[config.mk]
export PLATFORM = sky130hd
export DESIGN_NAME = reader_host_spi
export DESIGN_NICKNAME = d
export VERILOG_FILES = /design/src/verilog/reader_spi_pkg.sv /design/src/verilog/reader_host_spi.sv /design/src/verilog/field_ramp.sv
export SDC_FILE = /design/constraint.sdc
export NUM_CORES = 1
export LEC_CHECK = 0
export ABC_AREA = 1
export ABC_CLOCK_PERIOD_IN_PS = 8220
export BUFFER_PORTS_ARGS = -buffer_cell sky130_fd_sc_hd__buf_2
export CORE_ASPECT_RATIO = 0.9
export CORE_MARGIN = 2
export CORE_UTILIZATION = 44
export CTS_CLUSTER_DIAMETER = 60
export CTS_CLUSTER_SIZE = 10
export DETAILED_ROUTE_END_ITERATION = 8
export PLACE_DENSITY_LB_ADDON = 0.08
export SLEW_MARGIN = 20
export SYNTH_ARGS = -nofsm -noshare
export SYNTH_HDL_FRONTEND = slang
export SYNTH_SLANG_ARGS = --single-unit
[constraint.sdc]
create_clock -name CLK_SYS_I -period 8.22 [get_ports CLK_SYS_I]
set_input_delay 0 -clock CLK_SYS_I [delete_from_list [all_inputs] [get_ports CLK_SYS_I]]
set_output_delay 0 -clock CLK_SYS_I [all_outputs]
set_load 0.01 [all_outputs]
[src/verilog/reader_spi_pkg.sv]
package reader_spi_pkg;

    // ----------------------------------------------------------------
    // Clock and timing
    // ----------------------------------------------------------------
    localparam int CLK_MHZ = 25;
    localparam int RAMP_NS_0 = 12500;
    localparam int RAMP_NS_1 = 25000;
    localparam int RAMP_NS_2 = 50000;
    localparam int RAMP_NS_3 = 100000;
    // Rounded up to whole cycles
    localparam int RAMP_CYC_0 = (RAMP_NS_0 * CLK_MHZ + 999) / 1000;
    localparam int RAMP_CYC_1 = (RAMP_NS_1 * CLK_MHZ + 999) / 1000;
    localparam int RAMP_CYC_2 = (RAMP_NS_2 * CLK_MHZ + 999) / 1000;
    localparam int RAMP_CYC_3 = (RAMP_NS_3 * CLK_MHZ + 999) / 1000;
    localparam int RAMP_CW = 12;
    localparam logic [7:0] LEVEL_MAX = 8'hff;
    localparam logic [7:0] LEVEL_MIN = 8'h00;

    // ----------------------------------------------------------------
    // Register map (six-bit addresses)
    // ----------------------------------------------------------------
    localparam logic [5:0] ADDR_DEV_CTRL = 6'h00;
    localparam logic [5:0] ADDR_MISC1 = 6'h0d;
    localparam logic [5:0] ADDR_MOD_CTRL3 = 6'h15;
    localparam logic [5:0] ADDR_STATUS = 6'h2a;
    localparam logic [5:0] ADDR_IRQ_STATUS = 6'h38;

    // Field positions
    localparam int BIT_STBY = 7;
    localparam int BIT_FIELD_EN = 6;
    localparam int BIT_PD_A = 1;
    localparam int BIT_PD_B = 0;
    localparam int BIT_LIN = 2;
    localparam int BIT_TRFON_LO = 0;
    localparam int BIT_OSC_OK = 0;
    localparam int BIT_SETTLED = 1;
    localparam int BIT_IRQ_ANA = 0;
    localparam int BIT_IRQ_CMD = 1;

    // Reset values
    localparam logic [7:0] RST_DEV_CTRL = 8'h00;
    localparam logic [7:0] RST_MISC1 = 8'h00;
    localparam logic [7:0] RST_MOD_CTRL3 = 8'h00;
    localparam logic [7:0] BYTE_ZERO = 8'h00;

    // Serial operation codes
    localparam logic [1:0] OP_WRITE = 2'b00;
    localparam logic [1:0] OP_READ = 2'b01;
    localparam logic [1:0] OP_CMD = 2'b10;
    localparam logic [2:0] LAST_BIT = 3'h7;

    // Host clock half period in cycles
    localparam logic [3:0] HOST_CLK_HALF = 4'h1;

    // ----------------------------------------------------------------
    // Types
    // ----------------------------------------------------------------
    typedef enum logic [2:0] {
        ST_IDLE = 3'b000,
        ST_ADDR = 3'b001,
        ST_WRITE = 3'b011,
        ST_READ = 3'b010,
        ST_CMD = 3'b110,
        ST_SKIP = 3'b111
    } spi_state_t;

    typedef enum logic [1:0] {
        PM_POWER_DOWN = 2'b00,
        PM_STANDBY = 2'b01,
        PM_NORMAL = 2'b11,
        PM_FIELD_ON = 2'b10
    } power_mode_t;

    typedef struct packed {
        logic lin;
        logic [1:0] trfon;
    } ramp_cfg_t;

    typedef struct packed {
        logic valid;
        logic [5:0] id;
    } cmd_t;

endpackage

[src/verilog/reader_host_spi.sv]
// What this block does
// RL1 - Hold bit enters standby; radio sections off.
// RL2 - Registers survive standby and normal transitions.
// RL3 - Host waits about 12 ms after clearing hold before field on.
// RL4 - Host waits about 12 ms after enable rises before access.
// RL5 - Status shows oscillator stable; host polls it for one.
// RL6 - Field enable starts ramp-up at once; time and shape configurable.
// RL7 - Ramp-up end sets settled flag and analog-event interrupt.
// RL8 - Field disable ramps down, clears settled flag, raises interrupt.
// RL9 - Mode from enable pin, hold and field bits; ramp 12.5 us.
// RL10 - Serial port works only while chip select is low.
// RL11 - Input bits captured on falling serial clock edge.
// RL12 - Whole bytes, most significant bit first.
// RL13 - First byte: two op bits, six address bits.
// RL14 - Address increments after each data byte.
// RL15 - Output driven only while shifting read data.
// RL16 - Output pull-down while undriven if both bits set.
// RL17 - Host write: address byte, data bytes, select high.
// RL18 - Partial byte at select rise is discarded.
// RL19 - Writes to missing or read-only addresses change nothing.
// RL20 - Interrupt pin and host clock output provided.
// RL21 - Read bits shifted out on rising serial clock edge.
// RL22 - Unimplemented addresses read as zero.
// RL23 - Direct command acts at its byte's last falling edge.
// RL24 - Interrupt request is active high.
// RL25 - Select fall resets bit counter; next byte is address.
`timescale 1ns/10ps
module reader_host_spi (
    // Clock and reset
    input wire logic CLK_SYS_I,
    input wire logic RST_N_I,
    // Serial pins
    input wire logic CHIP_SELECT_N_I,
    input wire logic SCLK_I,
    input wire logic SDI_I,
    output logic SDO_O,
    output logic SDO_OE_O,
    output logic SDO_PD_EN_O,
    // Device pins and status
    input wire logic EN_I,
    input wire logic OSC_OK_I,
    output logic IRQ_O,
    output logic HOST_CLOCK_OUT_O,
    // Power and field control
    output reader_spi_pkg::power_mode_t POWER_MODE_O,
    output logic CORE_ACTIVE_O,
    output logic [7:0] FIELD_LEVEL_O,
    // Direct command strobe
    output reader_spi_pkg::cmd_t CMD_O
);
    import reader_spi_pkg::*;

    // ----------------------------------------------------------------
    // Pin synchronisers
    // ----------------------------------------------------------------
    logic [4:0] meta_q;
    logic [4:0] sync_q;
    logic cs_n;
    logic sclk;
    logic sdi;
    logic en;
    logic osc_ok;
    logic sclk_prev_q;
    logic cs_prev_q;
    logic sclk_fall;
    logic sclk_rise;
    logic cs_fall;

    // Two flops per pin; reset to idle levels so no false edge follows
    always_ff @(posedge CLK_SYS_I or negedge RST_N_I) begin
        if (!RST_N_I) begin
            meta_q <= 5'h10;
            sync_q <= 5'h10;
        end else begin
            meta_q <= {CHIP_SELECT_N_I, SCLK_I, SDI_I, EN_I, OSC_OK_I};
            sync_q <= meta_q;
        end
    end

    assign {cs_n, sclk, sdi, en, osc_ok} = sync_q;

    // Edge detectors on the synchronised serial clock and select
    always_ff @(posedge CLK_SYS_I or negedge RST_N_I) begin
        if (!RST_N_I) begin
            sclk_prev_q <= 1'b0;
            cs_prev_q <= 1'b1;
        end else begin
            sclk_prev_q <= sclk;
            cs_prev_q <= cs_n;
        end
    end

    assign sclk_fall = sclk_prev_q && !sclk && !cs_n; // RL10 RL11
    assign sclk_rise = !sclk_prev_q && sclk && !cs_n; // RL21
    assign cs_fall = cs_prev_q && !cs_n;

    // ----------------------------------------------------------------
    // Serial engine
    // ----------------------------------------------------------------
    spi_state_t state_q;
    logic [2:0] bit_cnt_q;
    logic [7:0] rx_q;
    logic [7:0] tx_q;
    logic [5:0] addr_q;
    logic sdo_q;
    logic [7:0] rx_byte;
    logic byte_done;
    logic wr_stb;
    logic rd_load;
    logic [5:0] rd_addr;
    logic [7:0] dev_ctrl_q;
    logic [7:0] misc1_q;
    logic [7:0] mod3_q;
    logic [7:0] status_byte;
    logic [7:0] irq_byte;
    logic irq_ana_q;
    logic irq_cmd_q;
    cmd_t cmd_q;

    assign rx_byte = {rx_q[6:0], sdi}; // RL12
    assign byte_done = sclk_fall && (bit_cnt_q == LAST_BIT);

    // Register read decode
    function automatic logic [7:0] reg_read(input logic [5:0] a, input logic [7:0] dc,
                                            input logic [7:0] m1, input logic [7:0] m3,
                                            input logic [7:0] st, input logic [7:0] iq);
        logic [7:0] r;
        r = BYTE_ZERO; // RL22
        if (a == ADDR_DEV_CTRL) begin
            r = dc;
        end else if (a == ADDR_MISC1) begin
            r = m1;
        end else if (a == ADDR_MOD_CTRL3) begin
            r = m3;
        end else if (a == ADDR_STATUS) begin
            r = st;
        end else if (a == ADDR_IRQ_STATUS) begin
            r = iq;
        end
        return r;
    endfunction

    // Bit counter and state; select fall restarts at address
    always_ff @(posedge CLK_SYS_I or negedge RST_N_I) begin
        if (!RST_N_I) begin
            state_q <= ST_IDLE;
            bit_cnt_q <= 3'h0;
        end else if (cs_n) begin
            state_q <= ST_IDLE; // RL10 RL18
            bit_cnt_q <= 3'h0;
        end else if (cs_fall) begin
            state_q <= ST_ADDR; // RL25
            bit_cnt_q <= 3'h0;
        end else if (sclk_fall) begin
            bit_cnt_q <= bit_cnt_q + 3'h1;
            if (byte_done && state_q == ST_ADDR) begin
                case (rx_byte[7:6]) // RL13
                    OP_WRITE: state_q <= ST_WRITE;
                    OP_READ: state_q <= ST_READ;
                    OP_CMD: state_q <= ST_CMD;
                    default: state_q <= ST_SKIP;
                endcase
            end
        end
    end

    // Input shifter, MSB first
    always_ff @(posedge CLK_SYS_I or negedge RST_N_I) begin
        if (!RST_N_I) begin
            rx_q <= BYTE_ZERO;
        end else if (cs_fall) begin
            rx_q <= BYTE_ZERO;
        end else if (sclk_fall) begin
            rx_q <= rx_byte; // RL11
        end
    end

    // Address pointer: loaded from the first byte, stepped per data byte
    always_ff @(posedge CLK_SYS_I or negedge RST_N_I) begin
        if (!RST_N_I) begin
            addr_q <= 6'h00;
        end else if (byte_done && state_q == ST_ADDR) begin
            addr_q <= rx_byte[5:0];
        end else if (byte_done && (state_q == ST_WRITE || state_q == ST_READ)) begin
            addr_q <= addr_q + 6'h01; // RL14
        end
    end

    // Writes commit on whole bytes only
    assign wr_stb = byte_done && state_q == ST_WRITE; // RL17 RL18

    // Read data fetched at each byte end, before the next rise
    assign rd_load = byte_done && (state_q == ST_READ ||
                                   (state_q == ST_ADDR && rx_byte[7:6] == OP_READ));
    assign rd_addr = (state_q == ST_ADDR) ? rx_byte[5:0] : addr_q + 6'h01;

    // Output shifter
    always_ff @(posedge CLK_SYS_I or negedge RST_N_I) begin
        if (!RST_N_I) begin
            tx_q <= BYTE_ZERO;
            sdo_q <= 1'b0;
        end else if (rd_load) begin
            tx_q <= reg_read(rd_addr, dev_ctrl_q, misc1_q, mod3_q, status_byte, irq_byte);
        end else if (sclk_rise && state_q == ST_READ) begin
            sdo_q <= tx_q[7]; // RL21 RL12
            tx_q <= {tx_q[6:0], 1'b0};
        end
    end

    // ----------------------------------------------------------------
    // Registers
    // ----------------------------------------------------------------
    // Writable registers; only a serial write or reset alters them,
    // so mode changes leave them intact
    always_ff @(posedge CLK_SYS_I or negedge RST_N_I) begin
        if (!RST_N_I) begin
            dev_ctrl_q <= RST_DEV_CTRL;
            misc1_q <= RST_MISC1;
            mod3_q <= RST_MOD_CTRL3;
        end else if (wr_stb) begin // RL2
            if (addr_q == ADDR_DEV_CTRL) begin
                dev_ctrl_q <= rx_byte;
            end else if (addr_q == ADDR_MISC1) begin
                misc1_q <= rx_byte;
            end else if (addr_q == ADDR_MOD_CTRL3) begin
                mod3_q <= rx_byte;
            end
            // Status, interrupt status and unmapped addresses ignore writes RL19
        end
    end

    // Interrupt status: clear on read, a new event wins
    logic field_done;
    logic irq_clr;

    assign irq_clr = rd_load && rd_addr == ADDR_IRQ_STATUS;

    always_ff @(posedge CLK_SYS_I or negedge RST_N_I) begin
        if (!RST_N_I) begin
            irq_ana_q <= 1'b0;
            irq_cmd_q <= 1'b0;
        end else begin
            if (field_done) begin
                irq_ana_q <= 1'b1; // RL7 RL8
            end else if (irq_clr) begin
                irq_ana_q <= 1'b0;
            end
            if (cmd_q.valid) begin
                irq_cmd_q <= 1'b1;
            end else if (irq_clr) begin
                irq_cmd_q <= 1'b0;
            end
        end
    end

    // Direct command strobe at the last falling edge of its byte
    always_ff @(posedge CLK_SYS_I or negedge RST_N_I) begin
        if (!RST_N_I) begin
            cmd_q <= '0;
        end else begin
            cmd_q.valid <= byte_done && state_q == ST_ADDR && rx_byte[7:6] == OP_CMD; // RL23
            if (byte_done && state_q == ST_ADDR) begin
                cmd_q.id <= rx_byte[5:0];
            end
        end
    end

    // ----------------------------------------------------------------
    // Power modes and field
    // ----------------------------------------------------------------
    logic stby;
    logic field_en;
    logic field_req;
    logic settled;
    ramp_cfg_t ramp_cfg;
    power_mode_t mode;

    assign stby = dev_ctrl_q[BIT_STBY];
    assign field_en = dev_ctrl_q[BIT_FIELD_EN];
    assign ramp_cfg.lin = mod3_q[BIT_LIN];
    assign ramp_cfg.trfon = mod3_q[BIT_TRFON_LO +: 2];

    // Mode decode from the enable pin and the two control bits
    always_comb begin
        if (!en) begin
            mode = PM_POWER_DOWN; // RL9
        end else if (stby) begin
            mode = PM_STANDBY; // RL1
        end else if (field_en) begin
            mode = PM_FIELD_ON;
        end else begin
            mode = PM_NORMAL;
        end
    end

    // The field only runs in field-on mode; leaving it ramps down
    assign field_req = (mode == PM_FIELD_ON); // RL6 RL8

    field_ramp u_ramp (
        .clk_i(CLK_SYS_I),
        .rst_n_i(RST_N_I),
        .field_req_i(field_req),
        .cfg_i(ramp_cfg),
        .level_o(FIELD_LEVEL_O),
        .settled_o(settled),
        .done_o(field_done)
    );

    assign status_byte = 8'((8'(osc_ok) << BIT_OSC_OK) | (8'(settled) << BIT_SETTLED)); // RL5
    assign irq_byte = 8'((8'(irq_ana_q) << BIT_IRQ_ANA) | (8'(irq_cmd_q) << BIT_IRQ_CMD));

    // Host clock divider; stopped in power down
    logic [3:0] div_q;
    logic host_clk_q;

    always_ff @(posedge CLK_SYS_I or negedge RST_N_I) begin
        if (!RST_N_I) begin
            div_q <= 4'h0;
            host_clk_q <= 1'b0;
        end else if (!en) begin
            div_q <= 4'h0;
            host_clk_q <= 1'b0;
        end else if (div_q == HOST_CLK_HALF - 4'h1) begin
            div_q <= 4'h0;
            host_clk_q <= !host_clk_q; // RL20
        end else begin
            div_q <= div_q + 4'h1;
        end
    end

    // ----------------------------------------------------------------
    // Outputs
    // ----------------------------------------------------------------
    assign SDO_O = sdo_q;
    assign SDO_OE_O = (state_q == ST_READ) && !cs_n; // RL15
    assign SDO_PD_EN_O = !SDO_OE_O && misc1_q[BIT_PD_A] && misc1_q[BIT_PD_B]; // RL16
    assign IRQ_O = irq_ana_q || irq_cmd_q; // RL24 RL20
    assign HOST_CLOCK_OUT_O = host_clk_q;
    assign POWER_MODE_O = mode;
    assign CORE_ACTIVE_O = (mode == PM_NORMAL) || (mode == PM_FIELD_ON); // RL1
    assign CMD_O = cmd_q;

endmodule

[src/verilog/field_ramp.sv]
`timescale 1ns/10ps
module field_ramp (
    // Clock and reset
    input wire logic clk_i,
    input wire logic rst_n_i,
    // Control
    input wire logic field_req_i,
    input wire reader_spi_pkg::ramp_cfg_t cfg_i,
    // Results
    output logic [7:0] level_o,
    output logic settled_o,
    output logic done_o
);
    import reader_spi_pkg::*;

    logic [7:0] lvl_q;
    logic [RAMP_CW-1:0] acc_q;
    logic settled_q;
    logic done_q;
    logic [RAMP_CW-1:0] span;
    logic [RAMP_CW-1:0] acc_sum;
    logic rising;
    logic falling;

    // Ramp span in cycles for the selected ramp time
    always_comb begin
        case (cfg_i.trfon)
            2'b00: span = RAMP_CW'(RAMP_CYC_0);
            2'b01: span = RAMP_CW'(RAMP_CYC_1);
            2'b10: span = RAMP_CW'(RAMP_CYC_2);
            default: span = RAMP_CW'(RAMP_CYC_3);
        endcase
    end

    assign rising = field_req_i && (lvl_q != LEVEL_MAX);
    assign falling = !field_req_i && (lvl_q != LEVEL_MIN);
    assign acc_sum = acc_q + RAMP_CW'(LEVEL_MAX);

    // 255 level steps spread over span cycles
    always_ff @(posedge clk_i or negedge rst_n_i) begin
        if (!rst_n_i) begin
            lvl_q <= LEVEL_MIN;
            acc_q <= '0;
        end else if (rising || falling) begin // RL6 RL8
            if (acc_sum >= span) begin
                acc_q <= acc_sum - span;
                lvl_q <= rising ? lvl_q + 8'h01 : lvl_q - 8'h01;
            end else begin
                acc_q <= acc_sum;
            end
        end else begin
            acc_q <= '0;
        end
    end

    // Settled flag and done pulse at ramp ends
    always_ff @(posedge clk_i or negedge rst_n_i) begin
        if (!rst_n_i) begin
            settled_q <= 1'b0;
            done_q <= 1'b0;
        end else begin
            done_q <= 1'b0;
            if (!settled_q && field_req_i && lvl_q == LEVEL_MAX) begin
                settled_q <= 1'b1; // RL7
                done_q <= 1'b1;
            end else if (settled_q && !field_req_i && lvl_q == LEVEL_MIN) begin
                settled_q <= 1'b0; // RL8
                done_q <= 1'b1;
            end
        end
    end

    // Linear or soft-start square law
    assign level_o = cfg_i.lin ? lvl_q : 8'((16'(lvl_q) * 16'(lvl_q)) >> 8);
    assign settled_o = settled_q;
    assign done_o = done_q;

endmodule

==> qor.csv <==
stage,metric,value,unit
run_status,status,"finished, final reports clean",
die,Initial Util,44.5,%
clock_tree,clk root buf,clkbuf_16,
logic_synthesis,ranking of synthesized cells by area,"dfrtp_1, nand2_1, ha_1",
clock_tree,CTS Buf Count,9,
finish,area occupied by multi-input gates,4130,µm²
timing,TNS Setup,0,ns
detailed_routing,final wirelength,15.8,mm
global_route,vias in the first global route,5768,
die,die area,17900,µm²
critical_path,R2R depth,18,
clock_tree,CTS tree,done,
global_route,gr ovfl total,0,
global_route,GRT Util Overall,19.1,%
finish,Area growth syn-to-layout,9.20,%
finish,share of layout cells above drive strength 1,9.11,%
pwr,Power Density,126,nW/µm²
clock_tree,Sink Count,100,
timing,# setup viols final,0,
clock_tree,Post-CTS Setup Inserts,0,
detailed_routing,routed vias,5774,
timing,Slew @ Worst Pin,0.825,ns
timing,clk_skew,0.00684,ns
finish,Layout fillers,1665,
finish,Final Util,48.6,%
critical_path,Worst Path Arrival,4.86,ns
logic_synthesis,most area-hungry cell type in the Yosys netlist,dfrtp_1,
clock_tree,CTS Buffer Depth,2,
pwr,Lkg Pwr,4.42,nW
finish,ant diodes,0,
placement,# port buffers,29,
finish,Non-Filler Instances,1188,
global_route,first-pass GRT wire length,27.4,mm
clock_tree,H-Tree Level Count,3,
timing,max-slew violations,0,
logic_synthesis,Avg Inst Size Synth,7.82,µm²
timing,RSZ-0062 raised after global routing,no,
logic_synthesis,share of the synthesized area in the top cell type,32.7,%
detailed_routing,DR pass1 iterations,4,
critical_path,Worst Path Required,8.22,ns
logic_synthesis,"EDFF count, synth",0,
finish,Sequential cell area,2510,µm²
critical_path,Worst setup SP type,register,
logic_synthesis,Synth cell types,51,
logic_synthesis,yosys warns,0,
die,CORE AREA,16700,µm²
logic_synthesis,"Top FF cell, synth",dfrtp_1,
timing,Slew HR,45.0,%
placement,GPL Wtd Cong,0.820,
die,# rows,45,
logic_synthesis,synthesized instance count,948,
placement,placed insts,1166,
detailed_routing,1st-iter DRT viols,248,
timing,Final Hold Viols,0,
logic_synthesis,synthesized area,7420,µm²
logic_synthesis,fraction of registers with async set/reset,100,%
die,chip height,127,µm
clock_tree,worst-skew pair later-pin latency,0.36,ns
pwr,Worst VDD drop,135,µV
global_route,initial antenna violation count,0,
global_route,largest net degree at the start of global routing,58,
logic_synthesis,post-synthesis sequential area ratio,33.8,%
critical_path,Crit Path Category,register to output pin,
flow_run,max_cap viols,0,
die,I/O pins,30,
timing,Fmax,0.206,GHz
logic_synthesis,Yosys reg bits,100,
timing,Final Cycle Share,59.1,%
critical_path,"critical path fanouts, max",14,
finish,Layout Nets,1068,
logic_synthesis,Synth Net Count,1044,
die,Die X,141,µm
placement,Final HPWL DP,12.0,mm
detailed_routing,# DRC,0,
timing,fin crit period,4.86,ns
detailed_routing,Routed Antenna Nets,0,
detailed_routing,Routed WL per cell,13.3,µm
detailed_routing,Vias/cell,4.86,
logic_synthesis,"count leader, synth",nand2_1,
logic_synthesis,Post-synth top cells,"nand2_1, inv_1, dfrtp_1",
critical_path,Critical Path Sink Type,output pin,
hold_path,HP Class,input pin to asynchronous set/reset pin,
clock_tree,"Reg clk slew, reported paths",0.07,ns
==> sequential cells by signal, summed over array words and instances (netlist names), 3 cells and up <==
| signal | cells |
|---|---|
| mod3_q | 8 |
| u_ramp.acc_q | 12 |
| meta_q | 5 |
| sync_q | 5 |
| state_q | 3 |
| bit_cnt_q | 3 |
| misc1_q | 8 |
| tx_q | 8 |
| rx_q | 7 |
| div_q | 4 |
| CMD_O | 7 |
| u_ramp.lvl_q | 8 |
| addr_q | 6 |
| dev_ctrl_q | 8 |
==> layout by cell type (no fill, tap or decap), drive strengths merged, types with 2 or more instances in the layout <==
cell           n
nand2        222
inv          174
dfrtp         97
nor2          81
o21ai         74
ha            63
nand3         52
a21oi         36
buf           30
fa            26
xor2          19
xnor2         15
nor3          11
clkbuf         9
o22ai          8
nand4          8
o21bai         7
a22o           7
dlygate4sd3    6
or2            4
a31oi          3
nand3b         3
dfstp          3
nor4           3
clkinv         3
o21a           2
bufinv         2
and3           2
==> repair_timing <==
item                                   in CTS  in global routing
resized for setup                           0                  0
hold buffers                                6                  0
endpoints found under the hold margin      48                  0
==> path summary, 6_finish.rpt <==
check | start | to | slack, ns
worst max-delay path | u_ramp.lvl_q[5]$_DFFE_PN0P_ | FIELD_LEVEL_O[5] | 3.36
worst min-delay path | RST_N_I | CMD_O[1]$_DFFE_PN0P_ | 0.18
worst max register to register | u_ramp.acc_q[0]$_DFF_PN0_ | u_ramp.acc_q[3]$_DFF_PN0_ | 4.66
worst min register to register | meta_q[0]$_DFF_PN0_ | sync_q[0]$_DFF_PN0_ | 0.35
max in group asynchronous | RST_N_I | tx_q[4]$_DFFE_PN0P_ | 6.91
min in group CLK_SYS_I | CHIP_SELECT_N_I | meta_q[4]$_DFF_PN1_ | 0.28
==> per-stage QoR <==
step	hold WS, ns	setup slack [ns]	power (mW)	cell area (µm²)
after floorplan	-0.296	4.00	0.534	7420
after global placement	0.0338	3.82	0.553	7710
after detailed placement	0.0391	3.74	0.553	7710
after CTS	0.195	3.33	1.04	8100
after global routing	0.236	2.97	1.07	8100
final	0.177	3.36	1.02	8100
==> routing by layer <==
| layer | share of wire [%] | wire length (µm) | global-route usage, % | vias up |
|---|---|---|---|---|
| li1 | - | - | - | 3041 |
| met5 | 0 | 0 | 0 | - |
| met1 | 49 | 7800 | 25.2 | 2672 |
| met2 | 47 | 7470 | 32.8 | 47 |
| met3 | 1.9 | 299 | 3.71 | 14 |
| met4 | 1.2 | 197 | 4.18 | 0 |
==> worst max-delay path, cell delays in order (launching register included) <==
cell	delay [ns]
dfrtp_1	0.62
nand2_1	0.09
inv_1	0.12
fa_1	0.45
fa_1	0.54
inv_1	0.05
fa_1	0.50
fa_1	0.54
inv_1	0.04
ha_1	0.31
nand2_1	0.06
inv_1	0.06
nand3_1	0.06
o21ai_0	0.30
nand2_1	0.09
nand2_1	0.15
nand2_1	0.09
nand3_1	0.09
nand3_1	0.08
o21ai_0	0.08
buf_2	0.16
==> final cells by class <==
| class | instances | area share, % |
|---|---|---|
| timing repair buffer | 36 | 2.66 |
| clock inverter | 7 | 1.31 |
| multi-input combinational | 653 | 51.0 |
| clock buffer | 9 | 2.78 |
| sequential | 100 | 30.9 |
| tap | 211 | 3.26 |
| inverter | 172 | 8.00 |
==> power breakdown <==
part / switching, mW / internal (mW)
clock: 0.205 / 0.272
combinational: 0.0295 / 0.0118
sequential: 0.00433 / 0.499
==> cell families (layout without fill, tap and decap cells) <==
| group | count (synthesis) | in the layout | synth area share [%] |
|---|---|---|---|
| and+or+nand+nor | 388 | 388 | 23.0 |
| buffers and inverters | 195 | 224 | 10.5 |
| AOI/OAI and AO/OA | 141 | 141 | 10.9 |
| DFF | 100 | 100 | 33.8 |
| adders and majority gates | 89 | 89 | 17.6 |
| xor gates and xnor gates | 34 | 34 | 4.02 |
| muxes | 1 | 1 | 0.152 |
Power figures use the tool's default switching activity.
